`config.mk`:
```
export PLATFORM = sky130hd
export DESIGN_NAME = clock_switchover_top
export DESIGN_NICKNAME = d
export VERILOG_FILES = /design/src/design/clock_switchover_pkg.sv /design/src/design/suppress_if.sv /design/src/design/runt_suppressor.sv /design/src/design/clock_switchover_top.sv
export VERILOG_INCLUDE_DIRS = /design/src /design/src/design
export SDC_FILE = /design/constraint.sdc
export NUM_CORES = 1
export LEC_CHECK = 0
export BUFFER_PORTS_ARGS = -buffer_cell sky130_fd_sc_hd__buf_2
export CORE_MARGIN = 3
export CORE_UTILIZATION = 35
export DETAILED_ROUTE_END_ITERATION = 10
export GPL_ROUTABILITY_DRIVEN = 0
export HOLD_SLACK_MARGIN = 0.05
export PLACE_DENSITY = 0.6
export SYNTH_ARGS = -nofsm -noshare
export SYNTH_HDL_FRONTEND = slang
export SYNTH_HIERARCHICAL = 1
export SYNTH_SLANG_ARGS = --single-unit
export TNS_END_PERCENT = 50
```
`constraint.sdc`:
```
create_clock -name MCLK_I -period 2.91 [get_ports MCLK_I]
set_clock_uncertainty 0.15 [all_clocks]
set_input_delay 0.291 -clock MCLK_I [delete_from_list [all_inputs] [get_ports MCLK_I]]
set_output_delay 0.291 -clock MCLK_I [all_outputs]
set_load 0.1 [all_outputs]
```
`src/design/clock_switchover_defs.svh`:
```
// timing counts and pin positions for the clock switchover block
`ifndef CLOCK_SWITCHOVER_DEFS_SVH
`define CLOCK_SWITCHOVER_DEFS_SVH
`define INIT_CYCLES 16
`define PARK_EDGES 8
`define SWITCH_MAX_EDGES 17
`define PIN_A_P 0
`define PIN_A_N 1
`define PIN_B_P 2
`define PIN_B_N 3
`define PIN_SEL 4
`define PIN_SEL_DRIVEN 5
`define PIN_INIT_TIED 6
`define PIN_COUNT 7
`endif

```
`src/design/clock_switchover_pkg.sv`:
```
// types shared by the clock switchover modules
package clock_switchover_pkg;
	typedef enum logic [1:0] {ST_RUN, ST_PARK, ST_WAIT_LOW, ST_WAIT_HIGH} sw_state_type;
endpackage

```
`src/design/suppress_if.sv`:
```
// link between the switchover top and its runt suppressor
`timescale 1ns/100ps
interface suppress_if;
	logic src_a;
	logic src_b;
	logic sel;
	logic run;
	logic out;
	logic busy;
	modport top (output src_a, output src_b, output sel, output run, input out, input busy);
	modport sup (input src_a, input src_b, input sel, input run, output out, output busy);
endinterface

```
`src/design/runt_suppressor.sv`:
```
// runt suppressor: parks the output low across a change of source
`timescale 1ns/100ps
`include "clock_switchover_defs.svh"
module runt_suppressor (
	input wire logic clk_i,
	input wire logic srst_i,
	suppress_if.sup rs
);
	clock_switchover_pkg::sw_state_type state_ff;
	logic cur_ff;
	logic out_ff;
	logic prev_a_ff;
	logic prev_b_ff;
	logic [4:0] edges_ff;
	logic old_lvl;
	logic new_lvl;
	logic new_prev;
	logic new_rise;
	logic new_fall;

	// level of the outgoing source, level and edges of the incoming source
	assign old_lvl = cur_ff ? rs.src_b : rs.src_a;
	assign new_lvl = rs.sel ? rs.src_b : rs.src_a;
	assign new_prev = rs.sel ? prev_b_ff : prev_a_ff;
	assign new_rise = new_lvl & ~new_prev;
	assign new_fall = ~new_lvl & new_prev;
	assign rs.out = out_ff;
	assign rs.busy = (state_ff != clock_switchover_pkg::ST_RUN);

	// history for edge detection
	always_ff @(posedge clk_i)
	begin
		if (srst_i)
		begin
			prev_a_ff <= 1'b0;
			prev_b_ff <= 1'b0;
		end
		else
		begin
			prev_a_ff <= rs.src_a;
			prev_b_ff <= rs.src_b;
		end
	end

	// incoming rising edges since the switch began, saturating
	always_ff @(posedge clk_i)
	begin
		if (srst_i || !rs.busy)
			edges_ff <= 5'h00;
		else if (new_rise && edges_ff != 5'h1f)
			edges_ff <= edges_ff + 5'h01;
	end

	// switchover sequencer
	always_ff @(posedge clk_i)
	begin
		if (srst_i || !rs.run)
		begin
			state_ff <= clock_switchover_pkg::ST_RUN;
			cur_ff <= rs.sel;
			out_ff <= 1'b0;
		end
		else
		begin
			case (state_ff)
				clock_switchover_pkg::ST_RUN:
				begin
					out_ff <= old_lvl;
					if (rs.sel != cur_ff)
						state_ff <= clock_switchover_pkg::ST_PARK;
				end
				clock_switchover_pkg::ST_PARK:
				begin
					// park after old cycle completes
					// a dead old source is abandoned after a bounded wait
					if (!old_lvl || edges_ff >= 5'(`PARK_EDGES))
					begin
						out_ff <= 1'b0;
						cur_ff <= rs.sel;
						state_ff <= clock_switchover_pkg::ST_WAIT_LOW;
					end
					else
						out_ff <= old_lvl;
				end
				clock_switchover_pkg::ST_WAIT_LOW:
				begin
					// output held low, no short phase
					out_ff <= 1'b0;
					cur_ff <= rs.sel;
					if (new_fall && rs.sel == cur_ff)
						state_ff <= clock_switchover_pkg::ST_WAIT_HIGH;
				end
				clock_switchover_pkg::ST_WAIT_HIGH:
				begin
					// release only after full low phase
					if (rs.sel != cur_ff)
					begin
						cur_ff <= rs.sel;
						state_ff <= clock_switchover_pkg::ST_WAIT_LOW;
						out_ff <= 1'b0;
					end
					else if (new_rise)
					begin
						out_ff <= 1'b1;
						state_ff <= clock_switchover_pkg::ST_RUN;
					end
					else
						out_ff <= 1'b0;
				end
				default:
				begin
					state_ff <= clock_switchover_pkg::ST_RUN;
					out_ff <= 1'b0;
				end
			endcase
		end
	end

	chk_switch_bound: assert property (@(posedge clk_i) disable iff (srst_i)
		rs.busy |-> edges_ff <= 5'(`SWITCH_MAX_EDGES))
		else $error("switchover took too many input cycles");

	// parking happens only on a low old level or a dead old source
	chk_park_low: assert property (@(posedge clk_i) disable iff (srst_i || !rs.run)
		(state_ff == clock_switchover_pkg::ST_PARK) ##1 (state_ff == clock_switchover_pkg::ST_WAIT_LOW)
		|-> ($past(!old_lvl) || $past(edges_ff) >= 5'(`PARK_EDGES)) && !out_ff)
		else $error("output parked outside a low phase");

	// output rises after switching only on an incoming rising edge
	chk_no_runt: assert property (@(posedge clk_i) disable iff (srst_i || !rs.run)
		(state_ff == clock_switchover_pkg::ST_WAIT_HIGH) ##1 $rose(out_ff)
		|-> $past(new_rise))
		else $error("output released outside an incoming rising edge");
endmodule // runt_suppressor

```
`src/design/clock_switchover_top.sv`:
```
// two-to-one clock multiplexer with runt suppression and two output pairs
`timescale 1ns/100ps
`include "clock_switchover_defs.svh"
module clock_switchover_top (
	input wire logic MCLK_I,
	input wire logic SRST_I,
	input wire logic CLK_A_P_I,
	input wire logic CLK_A_N_I,
	input wire logic CLK_B_P_I,
	input wire logic CLK_B_N_I,
	input wire logic SEL_I,
	input wire logic SEL_DRIVEN_I,
	input wire logic INIT_PIN_TIED_I,
	output logic OUT_A_P_O,
	output logic OUT_A_N_O,
	output logic OUT_B_P_O,
	output logic OUT_B_N_O
);
	logic [`PIN_COUNT-1:0] pins;
	logic [`PIN_COUNT-1:0] meta_ff;
	logic [`PIN_COUNT-1:0] sync_ff;
	logic [1:0] clean_ff;
	logic [4:0] init_cnt_ff;
	logic init_done;
	logic sel_eff;
	logic bypass;
	logic nxt_out;
	logic out_ff;
	suppress_if rs ();

	// input differential pairs reduce to one level if the pair is live
	function automatic logic pair_dead(input logic p, input logic n);
		pair_dead = (p == n);
	endfunction

	// every pin is asynchronous to the block clock
	assign pins = {INIT_PIN_TIED_I, SEL_DRIVEN_I, SEL_I, CLK_B_N_I, CLK_B_P_I, CLK_A_N_I, CLK_A_P_I};

	// two-stage synchronisers; only sync_ff is read by logic
	always_ff @(posedge MCLK_I)
	begin
		if (SRST_I)
		begin
			meta_ff <= '0;
			sync_ff <= '0;
		end
		else
		begin
			meta_ff <= pins;
			sync_ff <= meta_ff;
		end
	end

	// per-input dead guard: a collapsed pair keeps its last level
	generate
		for (genvar i = 0; i < 2; i++)
		begin : g_guard
			always_ff @(posedge MCLK_I)
			begin
				if (SRST_I)
					clean_ff[i] <= 1'b0;
				else if (!pair_dead(sync_ff[2*i], sync_ff[2*i+1]))
					clean_ff[i] <= sync_ff[2*i];
			end
			chk_dead_hold: assert property (@(posedge MCLK_I) disable iff (SRST_I)
				pair_dead(sync_ff[2*i], sync_ff[2*i+1]) |=> $stable(clean_ff[i]))
				else $error("dead input changed the guarded level");
		end
	endgenerate

	assign sel_eff = sync_ff[`PIN_SEL] | ~sync_ff[`PIN_SEL_DRIVEN];
	assign bypass = sync_ff[`PIN_INIT_TIED];

	// power-on settle time before the suppressor may switch
	always_ff @(posedge MCLK_I)
	begin
		if (SRST_I)
			init_cnt_ff <= 5'h00;
		else if (!init_done)
			init_cnt_ff <= init_cnt_ff + 5'h01;
	end
	assign init_done = (init_cnt_ff == 5'(`INIT_CYCLES));

	// feed the suppressor
	assign rs.src_a = clean_ff[0];
	assign rs.src_b = clean_ff[1];
	assign rs.sel = sel_eff;
	assign rs.run = init_done & ~bypass;

	runt_suppressor u_sup (
		.clk_i(MCLK_I),
		.srst_i(SRST_I),
		.rs(rs)
	);

	// output source: bypass is glitchy by design, the user asked for it
	always_comb
	begin
		if (bypass)
			nxt_out = sel_eff ? clean_ff[1] : clean_ff[0];
		else if (init_done)
			nxt_out = rs.out;
		else
			nxt_out = 1'b0;
	end

	always_ff @(posedge MCLK_I)
	begin
		if (SRST_I)
			out_ff <= 1'b0;
		else
			out_ff <= nxt_out;
	end

	// one flop fans out to both pairs
	always_ff @(posedge MCLK_I)
	begin
		if (SRST_I)
		begin
			OUT_A_P_O <= 1'b0;
			OUT_A_N_O <= 1'b1;
			OUT_B_P_O <= 1'b0;
			OUT_B_N_O <= 1'b1;
		end
		else
		begin
			OUT_A_P_O <= out_ff;
			OUT_A_N_O <= ~out_ff;
			OUT_B_P_O <= out_ff;
			OUT_B_N_O <= ~out_ff;
		end
	end

	// watch for a dead selected pair while nothing else may move the output
	// the watch restarts on any select or strap change, since those move it legally
	logic sel_pair_dead;
	logic quiet_cond;
	logic prev_sel_ff;
	logic prev_byp_ff;
	logic [3:0] quiet_cnt_ff;

	assign sel_pair_dead = sel_eff ? pair_dead(sync_ff[`PIN_B_P], sync_ff[`PIN_B_N])
		: pair_dead(sync_ff[`PIN_A_P], sync_ff[`PIN_A_N]);
	assign quiet_cond = sel_pair_dead && (sel_eff == prev_sel_ff) && (bypass == prev_byp_ff)
		&& (bypass || (init_done && !rs.busy));

	// previous select and strap, kept only for the watch
	always_ff @(posedge MCLK_I)
	begin
		if (SRST_I)
		begin
			prev_sel_ff <= 1'b0;
			prev_byp_ff <= 1'b0;
		end
		else
		begin
			prev_sel_ff <= sel_eff;
			prev_byp_ff <= bypass;
		end
	end

	// consecutive quiet cycles, saturating so it never wraps back to zero
	always_ff @(posedge MCLK_I)
	begin
		if (SRST_I || !quiet_cond)
			quiet_cnt_ff <= 4'h0;
		else if (quiet_cnt_ff != 4'hf)
			quiet_cnt_ff <= quiet_cnt_ff + 4'h1;
	end

	// output pins frozen on dead input
	chk_dead_out_still: assert property (@(posedge MCLK_I) disable iff (SRST_I)
		quiet_cnt_ff >= 4'h4 |-> $stable(OUT_A_P_O) && $stable(OUT_B_P_O))
		else $error("output moved while the selected pair was dead");

	chk_settle_len: assert property (@(posedge MCLK_I) disable iff (SRST_I)
		$rose(init_done) |-> $past(init_cnt_ff) == 5'(`INIT_CYCLES - 1))
		else $error("settle period ended at the wrong count");

	chk_sel_b_path: assert property (@(posedge MCLK_I) disable iff (SRST_I)
		(bypass && sel_eff) ##2 bypass |-> OUT_A_P_O == $past(clean_ff[1], 2))
		else $error("select high did not pass input B");

	chk_pairs_equal: assert property (@(posedge MCLK_I) disable iff (SRST_I)
		OUT_A_P_O == OUT_B_P_O && OUT_A_N_O == ~OUT_A_P_O && OUT_B_N_O == ~OUT_B_P_O)
		else $error("output pairs disagree");

	chk_bypass_path: assert property (@(posedge MCLK_I) disable iff (SRST_I)
		bypass ##1 bypass |=> OUT_A_P_O == ($past(sel_eff, 2) ? $past(clean_ff[1], 2)
			: $past(clean_ff[0], 2)))
		else $error("plain multiplexer path wrong");

	chk_sel_a_path: assert property (@(posedge MCLK_I) disable iff (SRST_I)
		(bypass && !sel_eff) ##2 bypass |-> OUT_B_P_O == $past(clean_ff[0], 2))
		else $error("select low did not pass input A");

	chk_open_sel: assert property (@(posedge MCLK_I) disable iff (SRST_I)
		!sync_ff[`PIN_SEL_DRIVEN] |-> rs.sel)
		else $error("floating select did not read high");

	chk_init_low: assert property (@(posedge MCLK_I) disable iff (SRST_I)
		(!init_done && !bypass) |=> ##1 !OUT_A_P_O)
		else $error("output moved before settle ended");
endmodule // clock_switchover_top

```
* Word-level counts from Yosys, hierarchy flattened
Cells that the tools add are included.
Word-level totals: register bits 35, output and inout bits 4, logic and storage cells 73
Operators by class: $add $sub $neg 2, $lt $le $gt $ge 1, equal/unequal tests 15, multiplexer cells 19, bitwise gates (word level) 9, reduce and logical (&&, ||, !) cells 13
Operator list (number):
- $mux W1 | 11
- $add A5 B1 Y5 const B | 2
- $mux W2 | 5
- $ne A3 B1 Y1 const B | 3
- $pmux W2 S4 | 1
- $ne A2 B1 Y1 const B | 3
- $eq A5 B5 Y1 const B | 1
- $ge A5 B4 Y1 const B | 1
- $ne A5 B5 Y1 const B | 1
- $not A1 Y1 | 5
- $eq A2 B2 Y1 const B | 2
- $pmux W1 S4 | 1
- $reduce_and A4 Y1 | 1
- $reduce_bool A4 Y1 | 1
- $and A1 B1 Y1 | 3
- $eq A1 B1 Y1 | 3
- $logic_not A1 Y1 | 3
- $logic_or A1 B1 Y1 | 3
- $pmux W1 S3 | 1
- $reduce_and A3 Y1 | 1
- $eq A2 B1 Y1 const B | 1
- $logic_and A1 B1 Y1 | 2
- $logic_not A2 Y1 | 1
- $reduce_bool A2 Y1 | 1
- other kinds (2) | 2

* Longest topological paths before layout
depth in word-level cells 8, depth in mapped cells 7, mapped depth without buffers 6

* Modules after synthesis
The synthesis kept the hierarchy.
Modules (own cells, without submodules):
- clock_switchover_top | instances 1, cells an instance 76, area each 802.0 um^2, seq. area each 480.5 um^2
- runt_suppressor | instances 1, cells an instance 55, area each 546.8 um^2, seq. area each 230.2 um^2

* Worst setup path after synthesis
No wires, ideal clock.
path type reg-to-output, start reg OUT_B_N_O, end out OUT_B_N_O, arrival 1.356 ns, slack 1.113 ns, cell stages (with the launch flop) 2, path buffers 1, path through dfxtp_1 buf_4
RTL lines:
- from (decl) | RTL line clock_switchover_top.sv:17 | output logic OUT_B_N_O
- from (signal assigned) | RTL line clock_switchover_top.sv:130 | OUT_B_N_O <= ~out_ff;
No word-level cell between the ends.

* Worst setup path in the final report
start reg sync_ff[4], end reg u_sup.edges_ff[4]
On the way: word-level cells in the longest chain between the ends 5, elaborated cells on any way between the ends 6, classes of those cells mux (2); bitwise (3); reduce/logical (1)
RTL lines:
- from (decl) | RTL line clock_switchover_top.sv:21 | logic [`PIN_COUNT-1:0] sync_ff;
- from (signal assigned) | RTL line clock_switchover_top.sv:50 | sync_ff <= meta_ff;
- $or A1 B1 Y1 * | RTL line clock_switchover_top.sv:71 | assign sel_eff = sync_ff[`PIN_SEL] | ~sync_ff[`PIN_SEL_DRIVEN];
- net rs.sel | RTL line suppress_if.sv:6 | logic sel;
- $mux W1 | RTL line runt_suppressor.sv:24 | assign new_prev = rs.sel ? prev_b_ff : prev_a_ff;
- $not A1 Y1 | RTL line runt_suppressor.sv:25 | assign new_rise = new_lvl & ~new_prev;
- $and A1 B1 Y1 * | RTL line runt_suppressor.sv:25
- $logic_and A1 B1 Y1 * | RTL line runt_suppressor.sv:50 | else if (new_rise && edges_ff != 5'h1f)
- to (signal assigned) | RTL line runt_suppressor.sv:51 | edges_ff <= edges_ff + 5'h01;
- to (decl) | RTL line runt_suppressor.sv:14 | logic [4:0] edges_ff;
The timed path passes the listed nets; every way through them passes the cells marked *. A chain may end at the register's enable or synchronous reset.

==> metrics.md <==
| Metric | Value |
|---|---|
| Placed Cells | `184` |
| Clock Sinks | `35` |
| Vias in the first global route | `848` |
| Total power | `between 0.9 and 1 mW` |
| Setup crit end | `u_sup/edges_ff[4]$_SDFFE_PP0P_` |
| PD cells | `574.6 mW/mm²` |
| Leak | `0.6035 nW` |
| Setup TNS | `0 ps` |
| Post-Synthesis Mean Instance Area | `around 10 µm²` |
| Synth Net Count | `144` |
| Setup violators final | `0` |
| Synth Flop Type | `dfxtp_1` |
| Switching Fraction | `23.80%` |
| Hold Crit Depth | `2` |
| Die area | `around 0.0046 mm²` |
| R2R Path Start | `sync_ff[4]$_SDFF_PP0_` |
| Syn Inst Count | `131` |
| Number of port buffers | `12` |
| Worst EP arrival | `1820 ps` |
| Synth top area cells | `dfxtp_1, nor2b_1, ha_1` |
| Peak Freq | `between 500 and 600 MHz` |
| WL per Instance | `approximately 10 µm` |
| HP Start | `CLK_B_P_I` |
| Crit-path cells | `nand2b_1 -> or3b_4 -> a21oi_4 -> mux2i_1 -> nor2_1` |
| # H-tree levels | `2` |
| Horiz. Die Dim | `68.08 µm` |
| Cts repair resizes | `0` |
| Pre-antenna DRT Iters | `4` |
| Via density per instance | `4.584` |
| Gr ovfl total | `0` |
| Cell taking the most area after synthesis | `dfxtp_1` |
| Clock latency on the worst-skew pair | `a little under 300 ps` |
| Slew headroom | `67.96%` |
| Max Slew Vio Count | `0` |
| Clock Tree Buf Depth | `2` |
| Tightest Pin Transition | `483.9 ps` |
| VDD IR max | `361.9 µV` |
| Drt drc | `0` |
| Combinational share of power | `5.3%` |
| HP Class | `in -> reg` |
| Reg2reg path depth | `5` |
| Mapped cell area | `~0.0013 mm²` |
| Finished Cell Area | `0.001583 mm²` |
| # Max-Cap Violations | `0` |
| Ant diodes | `0` |
| Switching Power | `0.2165 mW` |
| Num CTS Buffers | `5` |
| Clk network pwr share | `about 39%` |
| Antenna-violating nets left | `0` |
| Reg2reg end | `u_sup/edges_ff[4]$_SDFFE_PP0P_` |
| #FFs+latches synth | `35` |
| Nets | `163` |
| I/O pin cnt | `13` |
| Status | `finished, final reports clean` |
| Most frequent cells in the layout | `dfxtp_1, nor2b_1, buf_2, nor2_1` |
| Layout Cells excl Fill | `197` |
| Hpwl dp | `1425 µm` |
| RSZ-0062 raised after global routing | `no` |
| Crit-path max cell delay | `480 ps` |
| CTS tree | `built` |
| Root buffer cell | `clkbuf_8` |
| Vert. Die Dim | `68.08 µm` |
| Area grow syn2layout | `17.35%` |
| Core ar. | `0.003521 mm²` |
| Setup CP Type | `reg -> reg` |
| Fin crit period | `1788 ps` |
| Synth cell types | `35` |
| Flop-to-flop setup slack | `1120 ps` |
| Startpoint Class | `flip-flop` |
| Num rows | `21` |
| Initial Util | `38.31%` |
| Layout cells sized above 1 | `17.88%` |
| First-pass GRT wire length | `3657 µm` |
| CP Data Required Time | `2940 ps` |
| Syn. warnings | `6` |
| Async S/R FF share, synth | `0%` |
| Sequential fraction of the synthesis area | `about 53%` |
| Worst path slowest cell | `or3b_4` |
| Pint | `0.6930 mW` |
| Post-DP Area | `between 0.001 and 0.0015 mm²` |
| Fin util | `44.95%` |
| Iteration-0 DRC Markers | `45` |
| Critical path origin | `sync_ff[4]$_SDFF_PP0_` |
| GRT Util Overall | `10.84%` |
| Crit Path Max Fanout | `7` |
| Largest net degree at the start of global routing | `28` |
| Total number of vias | `903` |
| Routed Wire Length | `2063 µm` |
| Clock transition at path regs | `80 ps` |
| Post-synth top area share | `50.46%` |
| Final worst-path cycle share | `61.43%` |
| Flop pwr share | `a little under three fifths` |
| Commonest non-fill, non-tap cell in the layout | `dfxtp_1` |
| Worst setup EP type | `flip-flop` |
| Final Hold Viols | `0` |
| Initial antenna violation count | `0` |
| Number of synthesized flops with an enable pin | `1` |
## how the worst min path moves through the flow
| stage | endpoint |
|---|---|
| after CTS | meta_ff[2]$_SDFF_PP0_ |
| final | meta_ff[2]$_SDFF_PP0_ |
| after floorplan | meta_ff[4]$_SDFF_PP0_ |
| after global routing | meta_ff[2]$_SDFF_PP0_ |
| after global placement | OUT_B_N_O$_SDFF_PP1_ |
| after detailed placement | OUT_B_N_O$_SDFF_PP1_ |
## per-layer routing
layer / GRT usage, % / vias to the layer above / part of all wire [%]
li1: - / 474 / -
met4: 4.467 / 0 / 1.8
met5: 0 / - / 0
met1: 12.71 / 401 / 46
met3: 5.419 / 5 / 6.3
met2: 16.73 / 23 / 46
## cell families (layout without fill, tap and decap cells)
group                    count (synthesis)  after routing  synth area share [%]
buffers and inverters                   11             31                 3.710
flip-flops                              35             35                 52.69
multiplexers                             4              4                 3.061
adder cells (fa/ha/maj)                  4              4                 3.711
AND/OR/NAND/NOR                         56             56                 24.77
XOR/XNOR                                 7              7                 4.546
AO/OA/AOI/OAI                           14             14                 7.514
## synth_stat cells, drive strengths merged (4+ instances only)
| library cell | n |
|---|---|
| nand2b | 4 |
| xnor2 | 5 |
| dfxtp | 34 |
| nor2b | 17 |
| a21oi | 6 |
| nand2 | 6 |
| ha | 4 |
| nand3 | 5 |
| nor2 | 8 |
| inv | 6 |
## critical path, delay by kind of cell (launching register included)
family	cells	cell delay, ps
AND/OR/NAND/NOR	3	770
flip-flops	1	300
AO/OA/AOI/OAI	1	240
multiplexers	1	220
## sequential cells by signal (all words and copies together) (netlist names), 2 cells and up
| name | cells |
|---|---|
| meta_ff | 7 |
| sync_ff | 7 |
| init_cnt_ff | 5 |
| u_sup/edges_ff | 5 |
| u_sup/state_ff | 2 |
## cell type report
cell class / instances / area, µm²
Clock buffer: 5 / 68.82
Tap cell: 46 / 57.56
Inverter: 6 / 22.52
Timing Repair Buffer: 17 / 110.1
Clock inverter: 3 / 25.02
Fill cell: 350 / 1938
Sequential cell: 35 / 710.7
Multi-Input combinational cell: 85 / 588.1
## power by group through the flow
stage	Clock [mW]	Combinational, mW	Sequential (mW)
2_1_floorplan	0	0.0320	0.515
3_3_place_gp	0	0.0416	0.516
3_5_place_dp	0	0.0442	0.516
4_1_cts	0.368	0.0491	0.505
5_1_grt	0.395	0.0556	0.508
6_report	0.356	0.0484	0.505
## repair_timing
action | 4_1_cts | 5_1_grt
buffers inserted | 0 | 0
hold buffers | 5 | 0
endpoints found under the hold margin | 5 | 0
## through the flow
stage / setup WS, ps / hold WS [ps]
6_report: 1122 / 57.40
5_1_grt: 1005 / 58.99
4_1_cts: 1117 / 53.11
3_5_place_dp: 1125 / 240.7
3_3_place_gp: 1170 / 230.0
2_1_floorplan: 1113 / 212.6
No activity file was read; power rests on OpenSTA's default activity.
